--- src/hdl/ast_pkg.sv ---
/*
  Constants shared by the asynchronous serial transceiver: register map,
  field positions, reset values, frame formats, oversampling counts, states.
  Assumes a 32-bit AXI4-Lite register bus and a single 25 MHz clock.
*/
package ast_pkg;

  // ------------------------------------------------------------------
  // register map (byte addresses)
  // ------------------------------------------------------------------
  localparam logic [7:0] ADDR_MODE   = 8'h00;
  localparam logic [7:0] ADDR_STATUS = 8'h04;
  localparam logic [7:0] ADDR_TXDATA = 8'h08;
  localparam logic [7:0] ADDR_RXDATA = 8'h0c;
  localparam logic [7:0] ADDR_BAUD   = 8'h10;
  localparam logic [7:0] ADDR_IFLAG  = 8'h14;

  // ------------------------------------------------------------------
  // field positions
  // ------------------------------------------------------------------
  localparam int MODE_EN_BIT  = 15;
  localparam int MODE_FMT_LO  = 1;
  localparam int MODE_STOP    = 0;
  localparam int STA_TXISEL   = 15;
  localparam int STA_TXBRK    = 11;
  localparam int STA_TXEN     = 10;
  localparam int STA_TXBF     = 9;
  localparam int STA_TXEMPTY  = 8;
  localparam int STA_RXISEL   = 6;
  localparam int STA_ADDR_DETECT_ENABLE    = 5;
  localparam int STA_RXIDLE   = 4;
  localparam int STA_PARITY_ERR     = 3;
  localparam int STA_FRAMING_ERR     = 2;
  localparam int STA_OVERRUN_ERR     = 1;
  localparam int STA_RXDA     = 0;
  localparam int IFL_TX       = 0;
  localparam int IFL_RX       = 1;

  // ------------------------------------------------------------------
  // reset values, formats, counts
  // ------------------------------------------------------------------
  localparam logic [1:0]  FMT_RST     = 2'h0;
  localparam logic        STOP_RST    = 1'b0;
  localparam logic [15:0] BAUD_RST    = 16'h0000;
  localparam logic [1:0]  FMT_8N      = 2'h0;
  localparam logic [1:0]  FMT_8E      = 2'h1;
  localparam logic [1:0]  FMT_8O      = 2'h2;
  localparam logic [1:0]  FMT_9N      = 2'h3;
  localparam logic [2:0]  FIFO_DEPTH  = 3'h4;
  localparam logic [2:0]  RX_LVL3     = 3'h3;
  localparam logic [3:0]  OVS_LAST    = 4'hf;
  localparam logic [3:0]  OVS_MID     = 4'h7;
  localparam logic [1:0]  RESP_OKAY   = 2'h0;
  localparam logic [1:0]  RESP_SLVERR = 2'h2;

  typedef enum logic [1:0] {
    AST_TX_IDLE  = 2'h0,
    AST_TX_WAIT  = 2'h1,
    AST_TX_SHIFT = 2'h3
  } ast_tx_st_t;

  typedef enum logic [1:0] {
    AST_RX_IDLE  = 2'h0,
    AST_RX_START = 2'h1,
    AST_RX_BITS  = 2'h3,
    AST_RX_HOLD  = 2'h2
  } ast_rx_st_t;

endpackage

--- src/hdl/ast_uart.sv ---
/*
  Asynchronous serial transceiver with four-word transmit and receive
  FIFOs, break, selectable interrupt conditions and a 16-bit baud divider,
  reached over AXI4-Lite. Assumes serial_rx is asynchronous to aclk and that
  the pad logic honours serial_tx_oe_n.
*/
// Decided for this implementation: the address map and the AXI4-Lite slave port.
`timescale 1ns/1ns

// Overview of operation
// - when enabled, tx pin is driven output, rx is input, tx idles high
// - disabling empties FIFOs, resets baud counter and status flags, keeps config
// - disabling mid-frame aborts everything; re-enable resumes same config
// - frame is 8 bits with none/even/odd parity or 9 bits; one or two stops
// - reset default is 8 data bits, no parity, one stop bit
// - word written with free shifter loads at once, starts on next baud tick
// - enabling transmit after a write starts at once from a cleared baud clock when both shifters are idle
// - transmit FIFO is 9 bits by 4; full flag shows when it is full
// - a write to a full transmit FIFO is dropped, contents untouched
// - both FIFOs clear on reset and on disable, keep contents otherwise
// - tx flag on each FIFO-to-shifter move, or only when it empties FIFO
// - break forces tx low over all transmit activity
// - a break never raises the transmit flag
// - overrun stays set until software clears it; software checks it first
// - each data read of a non-empty receive FIFO pops it and updates parity/framing flags
// - receive FIFO holds 4 words; data-available shows it is non-empty
// - reading an empty receive FIFO returns the old value without popping
// - rx flag on every shifter-to-FIFO move when select is 00 or 01
// - select 10 fires at 3 words after a move, 11 fires when FIFO fills
// - bit rate is clock divided by sixteen times divider plus one
module ast_uart
  import ast_pkg::*;
(
  input  wire logic        aclk,
  input  wire logic        aresetn,
  input  wire logic [7:0]  awaddr,
  input  wire logic        awvalid,
  output logic             awready,
  input  wire logic [31:0] wdata,
  input  wire logic [3:0]  wstrb,
  input  wire logic        wvalid,
  output logic             wready,
  output logic [1:0]       bresp,
  output logic             bvalid,
  input  wire logic        bready,
  input  wire logic [7:0]  araddr,
  input  wire logic        arvalid,
  output logic             arready,
  output logic [31:0]      rdata,
  output logic [1:0]       rresp,
  output logic             rvalid,
  input  wire logic        rready,
  input  wire logic        serial_rx,
  output logic             serial_tx,
  output logic             serial_tx_oe_n
);

  typedef struct packed {
    logic             awready;
    logic             wready;
    logic             bvalid;
    logic [1:0]       bresp;
    logic             arready;
    logic             rvalid;
    logic [1:0]       rresp;
    logic [31:0]      rdata;
    logic             aw_got;
    logic             w_got;
    logic [7:0]       aw_addr;
    logic [31:0]      w_data;
    logic [3:0]       w_strb;
    logic             en;
    logic [1:0]       fmt;
    logic             stopb;
    logic [15:0]      brg;
    logic             tx_int_sel;
    logic             tx_break;
    logic             tx_en;
    logic [1:0]       rx_int_sel;
    logic             addr_det;
    logic             overrun_err;
    logic             tx_int_flag;
    logic             rx_int_flag;
    logic [15:0]      baud_cnt;
    logic [3:0][8:0]  tx_fifo;
    logic [2:0]       tx_cnt;
    ast_tx_st_t       tx_st;
    logic [12:0]      tx_sh;
    logic [3:0]       tx_left;
    logic [3:0]       tx_sub;
    logic             ser_tx;
    logic             ser_oe_n;
    logic [2:0]       rx_sync;
    logic             rx_lvl;
    ast_rx_st_t       rx_st;
    logic [3:0]       rx_sub;
    logic [3:0]       rx_idx;
    logic [11:0]      rx_sh;
    logic [3:0][10:0] rx_fifo;
    logic [2:0]       rx_cnt;
    logic [10:0]      rx_hold;
    logic             rx_idle;
  } ast_state_t;

  ast_state_t s;
  ast_state_t n;

  // ------------------------------------------------------------------
  // helpers
  // ------------------------------------------------------------------
  // bits after the start bit: data, optional parity, stop bits
  function automatic logic [3:0] frame_bits(input logic [1:0] fmt, input logic stopb);
    logic [3:0] nb;
    nb = (fmt == FMT_9N) ? 4'h9 : 4'h8;
    if (fmt == FMT_8E || fmt == FMT_8O) begin
      nb = nb + 4'h1;
    end
    frame_bits = nb + (stopb ? 4'h2 : 4'h1);
  endfunction

  function automatic logic par_bit(input logic [7:0] d, input logic [1:0] fmt);
    par_bit = (^d) ^ (fmt == FMT_8O);
  endfunction

  function automatic logic [15:0] merge16(input logic [15:0] old, input logic [31:0] d,
                                          input logic [3:0] st);
    merge16 = {st[1] ? d[15:8] : old[15:8], st[0] ? d[7:0] : old[7:0]};
  endfunction

  function automatic ast_state_t rst_state();
    ast_state_t r;
    r          = '0;
    r.fmt      = FMT_RST;
    r.stopb    = STOP_RST;
    r.brg      = BAUD_RST;
    r.awready  = 1'b1;
    r.wready   = 1'b1;
    r.arready  = 1'b1;
    r.ser_tx   = 1'b1;
    r.ser_oe_n = 1'b1;
    r.rx_sync  = 3'h7;
    r.rx_lvl   = 1'b1;
    r.rx_idle  = 1'b1;
    r.tx_st    = AST_TX_IDLE;
    r.rx_st    = AST_RX_IDLE;
    rst_state  = r;
  endfunction

  // ------------------------------------------------------------------
  // next state
  // ------------------------------------------------------------------
  always_comb begin
    logic        tick;
    logic        tx_evt;
    logic        rx_evt;
    logic        do_wr;
    logic        do_rd;
    logic [15:0] st16;
    logic [15:0] md16;
    logic [10:0] top;
    logic [11:0] sh;
    logic [3:0]  nb;
    logic [8:0]  word;
    logic        framing_err;
    logic        parity_err;
    n      = s;
    tx_evt = 1'b0;
    rx_evt = 1'b0;
    st16   = '0;
    md16   = '0;
    sh     = '0;
    word   = '0;
    framing_err   = 1'b0;
    parity_err   = 1'b0;
    do_wr  = 1'b0;
    do_rd  = 1'b0;
    nb     = frame_bits(s.fmt, s.stopb);
    top    = (s.rx_cnt != 3'h0) ? s.rx_fifo[0] : s.rx_hold;
    tick   = s.en && (s.baud_cnt == 16'h0000);

    // ----------------------------------------------------------------
    // rx pin synchroniser: second and third stage must agree
    // ----------------------------------------------------------------
    n.rx_sync = {s.rx_sync[1:0], serial_rx};
    if (s.rx_sync[1] == s.rx_sync[2]) begin
      n.rx_lvl = s.rx_sync[2];
    end

    // ----------------------------------------------------------------
    // baud divider: one tick per divider+1 clocks, sixteen per bit
    // ----------------------------------------------------------------
    if (tick) begin
      n.baud_cnt = s.brg;
    end else if (s.en) begin
      n.baud_cnt = s.baud_cnt - 16'h0001;
    end

    // ----------------------------------------------------------------
    // transmitter
    // ----------------------------------------------------------------
    unique case (s.tx_st)
      AST_TX_IDLE: begin
        // holding the load off during break keeps break silent on the flag
        if (s.en && s.tx_en && !s.tx_break && s.tx_cnt != 3'h0) begin
          n.tx_sh = '1;
          n.tx_sh[0] = 1'b0;
          n.tx_sh[8:1] = s.tx_fifo[0][7:0];
          if (s.fmt == FMT_9N) begin
            n.tx_sh[9] = s.tx_fifo[0][8];
          end else if (s.fmt != FMT_8N) begin
            n.tx_sh[9] = par_bit(s.tx_fifo[0][7:0], s.fmt);
          end
          n.tx_left = nb + 4'h1;
          n.tx_fifo = {9'h000, s.tx_fifo[3:1]};
          n.tx_cnt = s.tx_cnt - 3'h1;
          n.tx_st = AST_TX_WAIT;
          tx_evt = 1'b1;
        end
      end
      AST_TX_WAIT: begin
        if (tick) begin
          n.tx_sub = 4'h0;
          n.tx_st = AST_TX_SHIFT;
        end
      end
      AST_TX_SHIFT: begin
        if (tick) begin
          n.tx_sub = s.tx_sub + 4'h1;
          if (s.tx_sub == OVS_LAST) begin
            n.tx_sh = {1'b1, s.tx_sh[12:1]};
            n.tx_left = s.tx_left - 4'h1;
            if (s.tx_left == 4'h1) begin
              n.tx_st = AST_TX_IDLE;
            end
          end
        end
      end
    endcase
    n.ser_oe_n = !s.en;
    if (!s.en) begin
      n.ser_tx = 1'b1;
    end else if (s.tx_break) begin
      n.ser_tx = 1'b0;
    end else if (n.tx_st == AST_TX_SHIFT) begin
      n.ser_tx = n.tx_sh[0];
    end else begin
      n.ser_tx = 1'b1;
    end

    // ----------------------------------------------------------------
    // AXI4-Lite slave
    // ----------------------------------------------------------------
    if (s.awready && awvalid) begin
      n.aw_got = 1'b1;
      n.aw_addr = awaddr;
    end
    if (s.wready && wvalid) begin
      n.w_got = 1'b1;
      n.w_data = wdata;
      n.w_strb = wstrb;
    end
    if (s.bvalid && bready) begin
      n.bvalid = 1'b0;
    end
    do_wr = s.aw_got && s.w_got && !s.bvalid;
    if (do_wr) begin
      n.aw_got = 1'b0;
      n.w_got = 1'b0;
      n.bvalid = 1'b1;
      n.bresp = RESP_OKAY;
      unique case (s.aw_addr)
        ADDR_MODE: begin
          md16 = merge16({s.en, 12'h000, s.fmt, s.stopb}, s.w_data, s.w_strb);
          n.en = md16[MODE_EN_BIT];
          n.fmt = md16[MODE_FMT_LO +: 2];
          n.stopb = md16[MODE_STOP];
          if (s.en && !n.en) begin
            n.tx_en = 1'b0;
            n.tx_break = 1'b0;
          end
        end
        ADDR_STATUS: begin
          st16 = merge16({s.tx_int_sel, 3'h0, s.tx_break, s.tx_en, 2'h0,
                          s.rx_int_sel, s.addr_det, 3'h0, s.overrun_err, 1'b0},
                         s.w_data, s.w_strb);
          n.tx_int_sel = st16[STA_TXISEL];
          n.rx_int_sel = st16[STA_RXISEL +: 2];
          n.addr_det = st16[STA_ADDR_DETECT_ENABLE];
          if (s.en) begin
            n.tx_break = st16[STA_TXBRK];
            n.tx_en = st16[STA_TXEN];
          end
          if (!st16[STA_OVERRUN_ERR]) begin
            n.overrun_err = 1'b0;
          end
          // fresh transmit enable with both shifters idle restarts the divider so a queued word leaves at once
          if (n.tx_en && !s.tx_en && s.tx_st == AST_TX_IDLE && s.rx_st == AST_RX_IDLE) begin
            n.baud_cnt = 16'h0000;
          end
        end
        ADDR_TXDATA: begin
          if (s.en && s.w_strb[0] && n.tx_cnt != FIFO_DEPTH) begin
            n.tx_fifo[n.tx_cnt[1:0]] = {s.w_strb[1] & s.w_data[8], s.w_data[7:0]};
            n.tx_cnt = n.tx_cnt + 3'h1;
          end
        end
        ADDR_BAUD: begin
          n.brg = merge16(s.brg, s.w_data, s.w_strb);
        end
        ADDR_IFLAG: begin
          if (s.w_strb[0]) begin
            n.tx_int_flag = s.tx_int_flag & !s.w_data[IFL_TX];
            n.rx_int_flag = s.rx_int_flag & !s.w_data[IFL_RX];
          end
        end
        ADDR_RXDATA: begin
        end
        default: begin
          n.bresp = RESP_SLVERR;
        end
      endcase
    end

    if (s.rvalid && rready) begin
      n.rvalid = 1'b0;
    end
    do_rd = s.arready && arvalid;
    if (do_rd) begin
      n.rvalid = 1'b1;
      n.rresp = RESP_OKAY;
      n.rdata = 32'h00000000;
      unique case (araddr)
        ADDR_MODE: begin
          n.rdata[15:0] = {s.en, 12'h000, s.fmt, s.stopb};
        end
        ADDR_STATUS: begin
          n.rdata[15:0] = {s.tx_int_sel, 3'h0, s.tx_break, s.tx_en,
                           s.tx_cnt == FIFO_DEPTH, s.tx_st == AST_TX_IDLE,
                           s.rx_int_sel, s.addr_det, s.rx_idle,
                           s.rx_cnt != 3'h0 && s.rx_fifo[0][9],
                           s.rx_cnt != 3'h0 && s.rx_fifo[0][10],
                           s.overrun_err, s.rx_cnt != 3'h0};
        end
        ADDR_TXDATA: begin
        end
        ADDR_RXDATA: begin
          n.rdata[8:0] = top[8:0];
          if (s.rx_cnt != 3'h0) begin
            n.rx_hold = s.rx_fifo[0];
            n.rx_fifo = {11'h000, s.rx_fifo[3:1]};
            n.rx_cnt = s.rx_cnt - 3'h1;
          end
        end
        ADDR_BAUD: begin
          n.rdata[15:0] = s.brg;
        end
        ADDR_IFLAG: begin
          n.rdata[IFL_TX] = s.tx_int_flag;
          n.rdata[IFL_RX] = s.rx_int_flag;
        end
        default: begin
          n.rresp = RESP_SLVERR;
        end
      endcase
    end
    n.awready = !n.aw_got && !n.bvalid;
    n.wready = !n.w_got && !n.bvalid;
    n.arready = !n.rvalid;

    // ----------------------------------------------------------------
    // receiver
    // ----------------------------------------------------------------
    if (tick) begin
      unique case (s.rx_st)
        AST_RX_IDLE: begin
          // after an overrun the shifter keeps its word and takes nothing new
          if (!s.rx_lvl && !s.overrun_err) begin
            n.rx_st = AST_RX_START;
            n.rx_sub = 4'h0;
            n.rx_idle = 1'b0;
          end
        end
        AST_RX_START: begin
          n.rx_sub = s.rx_sub + 4'h1;
          if (s.rx_sub == OVS_MID) begin
            n.rx_sub = 4'h0;
            n.rx_idx = 4'h0;
            if (s.rx_lvl) begin
              n.rx_st = AST_RX_IDLE;
              n.rx_idle = 1'b1;
            end else begin
              n.rx_st = AST_RX_BITS;
            end
          end
        end
        AST_RX_BITS: begin
          n.rx_sub = s.rx_sub + 4'h1;
          if (s.rx_sub == OVS_LAST) begin
            sh = s.rx_sh;
            sh[s.rx_idx] = s.rx_lvl;
            n.rx_sh = sh;
            n.rx_idx = s.rx_idx + 4'h1;
            if (s.rx_idx == nb - 4'h1) begin
              word = {(s.fmt == FMT_9N) & sh[8], sh[7:0]};
              if (s.fmt == FMT_9N) begin
                framing_err = !sh[9] || (s.stopb && !sh[10]);
              end else if (s.fmt == FMT_8N) begin
                framing_err = !sh[8] || (s.stopb && !sh[9]);
              end else begin
                parity_err = sh[8] != par_bit(sh[7:0], s.fmt);
                framing_err = !sh[9] || (s.stopb && !sh[10]);
              end
              n.rx_idle = 1'b1;
              n.rx_st = framing_err ? AST_RX_HOLD : AST_RX_IDLE;
              if (n.rx_cnt == FIFO_DEPTH) begin
                n.overrun_err = 1'b1;
              end else begin
                n.rx_fifo[n.rx_cnt[1:0]] = {framing_err, parity_err, word};
                n.rx_cnt = n.rx_cnt + 3'h1;
                rx_evt = 1'b1;
              end
            end
          end
        end
        AST_RX_HOLD: begin
          // a long break must end before the next start edge counts
          if (s.rx_lvl) begin
            n.rx_st = AST_RX_IDLE;
          end
        end
      endcase
    end

    // ----------------------------------------------------------------
    // event flags: a set in the clearing cycle wins
    // ----------------------------------------------------------------
    // a word written in the same cycle keeps the FIFO from being empty
    if (tx_evt && (!s.tx_int_sel || n.tx_cnt == 3'h0)) begin
      n.tx_int_flag = 1'b1;
    end
    if (rx_evt) begin
      if (!s.rx_int_sel[1]) begin
        n.rx_int_flag = 1'b1;
      end else if (!s.rx_int_sel[0] && n.rx_cnt == RX_LVL3) begin
        n.rx_int_flag = 1'b1;
      end else if (s.rx_int_sel[0] && n.rx_cnt == FIFO_DEPTH) begin
        n.rx_int_flag = 1'b1;
      end
    end

    // ----------------------------------------------------------------
    // disabled: abort frames, empty FIFOs, clear divider; config kept
    // ----------------------------------------------------------------
    if (!n.en) begin
      n.tx_cnt = 3'h0;
      n.rx_cnt = 3'h0;
      n.tx_st = AST_TX_IDLE;
      n.rx_st = AST_RX_IDLE;
      n.rx_idle = 1'b1;
      n.overrun_err = 1'b0;
      n.baud_cnt = 16'h0000;
    end
  end

  // ------------------------------------------------------------------
  // state register; FIFOs clear only here and on disable
  // ------------------------------------------------------------------
  always_ff @(posedge aclk) begin
    if (!aresetn) begin
      s <= rst_state();
    end else begin
      s <= n;
    end
  end

  assign awready        = s.awready;
  assign wready         = s.wready;
  assign bvalid         = s.bvalid;
  assign bresp          = s.bresp;
  assign arready        = s.arready;
  assign rvalid         = s.rvalid;
  assign rresp          = s.rresp;
  assign rdata          = s.rdata;
  assign serial_tx      = s.ser_tx;
  assign serial_tx_oe_n = s.ser_oe_n;

endmodule

--- config.mk ---
export PLATFORM = sky130hd
export DESIGN_NAME = ast_uart
export DESIGN_NICKNAME = d
export VERILOG_FILES = /design/src/hdl/ast_pkg.sv /design/src/hdl/ast_uart.sv
export SDC_FILE = /design/constraint.sdc
export NUM_CORES = 1
export LEC_CHECK = 0
export ABC_AREA = 1
export ABC_CLOCK_PERIOD_IN_PS = 3100
export BUFFER_PORTS_ARGS = -buffer_cell sky130_fd_sc_hd__buf_4
export CAP_MARGIN = 20
export CORE_MARGIN = 4
export CORE_UTILIZATION = 50
export CTS_CLUSTER_DIAMETER = 50
export DETAILED_ROUTE_END_ITERATION = 6
export HOLD_SLACK_MARGIN = 0.02
export PLACE_DENSITY = 0.71
export SLEW_MARGIN = 5
export SYNTH_ARGS = -nofsm -noshare
export SYNTH_HDL_FRONTEND = slang
export SYNTH_SLANG_ARGS = --single-unit
--- constraint.sdc ---
create_clock -name aclk -period 3.1 [get_ports aclk]
set_clock_uncertainty 0.15 [all_clocks]
set_input_delay 0.155 -clock aclk [delete_from_list [all_inputs] [get_ports aclk]]
set_output_delay 0.155 -clock aclk [all_outputs]
set_load 0.05 [all_outputs]
==> metrics.txt <==
global route overflow 0; mean routed wirelength per cell 16.18 um; Non-Filler Instances 2149; post-layout min period 3.154 ns; Synth area leaders dfxtp_1 (40%), nand2_1 (11%), o21ai_0 (8.3%); FF-to-FF End s[34]$_SDFF_PN0_; Leakage Power 0.006052 uW; Diodes inserted 0; vias in the first global route 10838; RSZ-0062 raised after global routing yes; share of layout cells above drive strength 1 16.23%; Tcrit/Tclk final 101.7%; P per Cell Area 482.7 nW/um^2; ys flop type dfxtp_1; IO buf count 66; CP Max Fanout 6; via count 11633; Placed Area between 10000 and 15000 um^2; fraction of registers with async set/reset 0%; R2R setup slack -0.05 ns; Slew headroom 42.11%; Detailed Place HPWL 22.67 mm; met2 Use GR 42.94%; synthesis-to-layout area growth 23.82%; arrival time at the worst endpoint 3.43 ns; Synth warnings 0; pre-CTS setup slack -0.1063 ns; fin nets 1900; Slew @ Worst Pin ~0.87 ns; Top Ports 103; Reg-to-Reg Start s[192]$_SDFFE_PN0P_; Post-Syn Instances around 1700; CP startpoint kind flip-flop; register bit total from synthesis 242; initial antenna violation count 1; worst skew pair latency 0.55 ns; failing checks negative setup slack; Mapped Area 12020 um^2; post-synth top area cell dfxtp_1; TritonRoute pass-1 iters 7; Vias/cell 5.413; Die W 163.1 um; Final TNS setup -0.8168 ns; CTS root buffer clkbuf_16; endpoints failing hold 0; routed wire length 34.77 mm; first-pass GRT wire length ~55 mm; depth of the most critical reg-to-reg path 19; Die H between 150 and 200 um; Synth top cells by count nand2_1 (367), dfxtp_1 (242), o21ai_0 (200), a21oi_1 (172), inv_1 (163); Final Wtd Congestion 0.9035; worst setup margin -0.05378 ns; # DRC 0; register area share after synthesis 40.29%; Routed Antenna Nets 0; Crit. End Element flip-flop; CTS tree done; cts bufs inserted 28; hold path cells 6; Layout Utilization 63.24%; met3 Track Usage GR 3.104%; initial drt markers between 1000 and 1500; die area around 27000 um^2; maximum vdd drop 417.6 uV; clk slew on worst S/H paths ~0.06 ns; mean post-synth cell area just over 7 um^2; placed cell count 2027; Core Region 23540 um^2; critical path class reg -> reg; Fillers 2025; largest net degree at the start of global routing 53; crit path max-delay cell type fa_2; Max Cap Violations 0; met1 Resource Use GR between 30 and 40%; HP Start araddr[1]; CP Cell Sequence inv_2 -> ha_4 -> inv_4 -> ha_4 -> fa_2 -> inv_2 -> ha_4 -> inv_2 -> nand2_2 -> nand3_2 -> nand3_2 -> nor2_4 -> nand3_2 -> nor2_4 -> nand2_4 -> nor2_4 -> buf_6 -> clkbuf_16 -> a21oi_2; post-route design area roughly 15000 um^2; share of the synthesized area in the top cell type 40.29%; WP data required 3.38 ns; Hold Crit Endpoint rdata[2]$_SDFFE_PN0P_; largest stage delay on the critical path 0.59 ns; fin. max-slew vios 0; Longest Clk Path Bufs 3; Peak Freq 317.1 MHz; status complete, but fails checks; EDFF count, synth 0; GR peak layer met2; GR Util All Layers 25.20%; Rows 56; H-tree lvl count 1; CTS sink cnt 242; Worst Hold Class in -> reg; Yosys cell types 55; initial core utilization 51.07%; top-count cell post-synth nand2_1; Setup-failing EPs final 33
## layout by cell type (no fill, tap or decap), types with 26 or more instances in the layout
cell type / instances
inv_1: 155
clkbuf_16: 31
o21ai_0: 170
nor2_1: 139
nand3_1: 58
dlygate4sd3_1: 54
dfxtp_1: 240
a21oi_1: 158
ha_1: 26
nand2_1: 361
buf_4: 114
## final cells by class
| cell class | count | area, um^2 | area share, % |
|---|---|---|---|
| multi-input cells | 1174 | 6247 | 41.96 |
| flip-flops and latches | 242 | 4847 | 32.56 |
| clock inverters | 13 | 170.2 | 1.143 |
| inverters | 176 | 669.4 | 4.496 |
| repair buffers | 186 | 1732 | 11.63 |
| well taps | 319 | 399.1 | 2.681 |
| clock buffers | 39 | 823.3 | 5.530 |
## power breakdown
| group | switching [uW] | internal [uW] |
|---|---|---|
| clock network | 1360 | 2120 |
| logic | 340 | 175 |
| registers | 32.1 | 3160 |
## metrics by stage
| stage | hold WS [ns] | power (uW) |
|---|---|---|
| 6_report | 0.03447 | 7186 |
| 5_1_grt | 0.05921 | 7395 |
| 4_1_cts | 0.02082 | 7202 |
| 3_5_place_dp | 0.2086 | 3692 |
| 3_3_place_gp | 0.1944 | 3686 |
| 2_1_floorplan | 0.1116 | 3562 |
## how the worst max path moves through the flow
stage | end | cells after the start | start
6_report | s[34]$_SDFF_PN0_ | 19 | s[192]$_SDFFE_PN0P_
2_1_floorplan | s[57]$_SDFF_PN0_ | 21 | s[191]$_SDFFE_PN0P_
3_5_place_dp | s[165]$_SDFF_PN0_ | 21 | s[192]$_SDFFE_PN0P_
3_3_place_gp | s[165]$_SDFF_PN0_ | 21 | s[192]$_SDFFE_PN0P_
4_1_cts | s[56]$_SDFF_PN0_ | 19 | s[192]$_SDFFE_PN0P_
5_1_grt | s[165]$_SDFF_PN0_ | 23 | s[192]$_SDFFE_PN0P_
## worst max-delay path, delay by kind of cell, from the launching register on
family	cells	cell delay (ns)
AO/OA/AOI/OAI	1	0.05
buffers and inverters	6	0.54
AND/OR/NAND/NOR	8	0.92
flip-flops	1	0.33
adder cells (fa/ha/maj)	4	1.05
## what timing repair did
| item | 4_1_cts | 5_1_grt |
|---|---|---|
| buffers inserted | 4 | 8 |
| setup endpoints to repair | 34 | 49 |
| hold buffers | 54 | 0 |
| endpoints found under the hold margin | 66 | 0 |
| cloned | 3 | 3 |
| gates resized for setup | 41 | 78 |
| pin swaps | 9 | 32 |
## metal layers
metal / part of all wire (%) / vias to the layer above
met5: 0 / -
met4: 3.1 / 0
met3: 5.7 / 71
met2: 47 / 373
met1: 44 / 5446
li1: - / 5743
## flip-flops by register name, summed over array words and instances (netlist names)
signal          count
bvalid              1
n                   2
rdata              16
wready              1
s                 215
arready             1
awready             1
rvalid              1
serial_tx           1
bresp               1
rresp               1
serial_tx_oe_n      1
## kinds of logic after synthesis
kind of cell / after synthesis / synth area share, %
compound gates: 450 / 20.44
simple gates: 648 / 23.26
xor+xnor: 26 / 1.894
other cells: 1 / 0.03119
fa+ha+maj: 32 / 3.392
flops: 242 / 40.29
buf+inv: 289 / 10.70
Note: power is estimated with default switching activity, not from simulation.
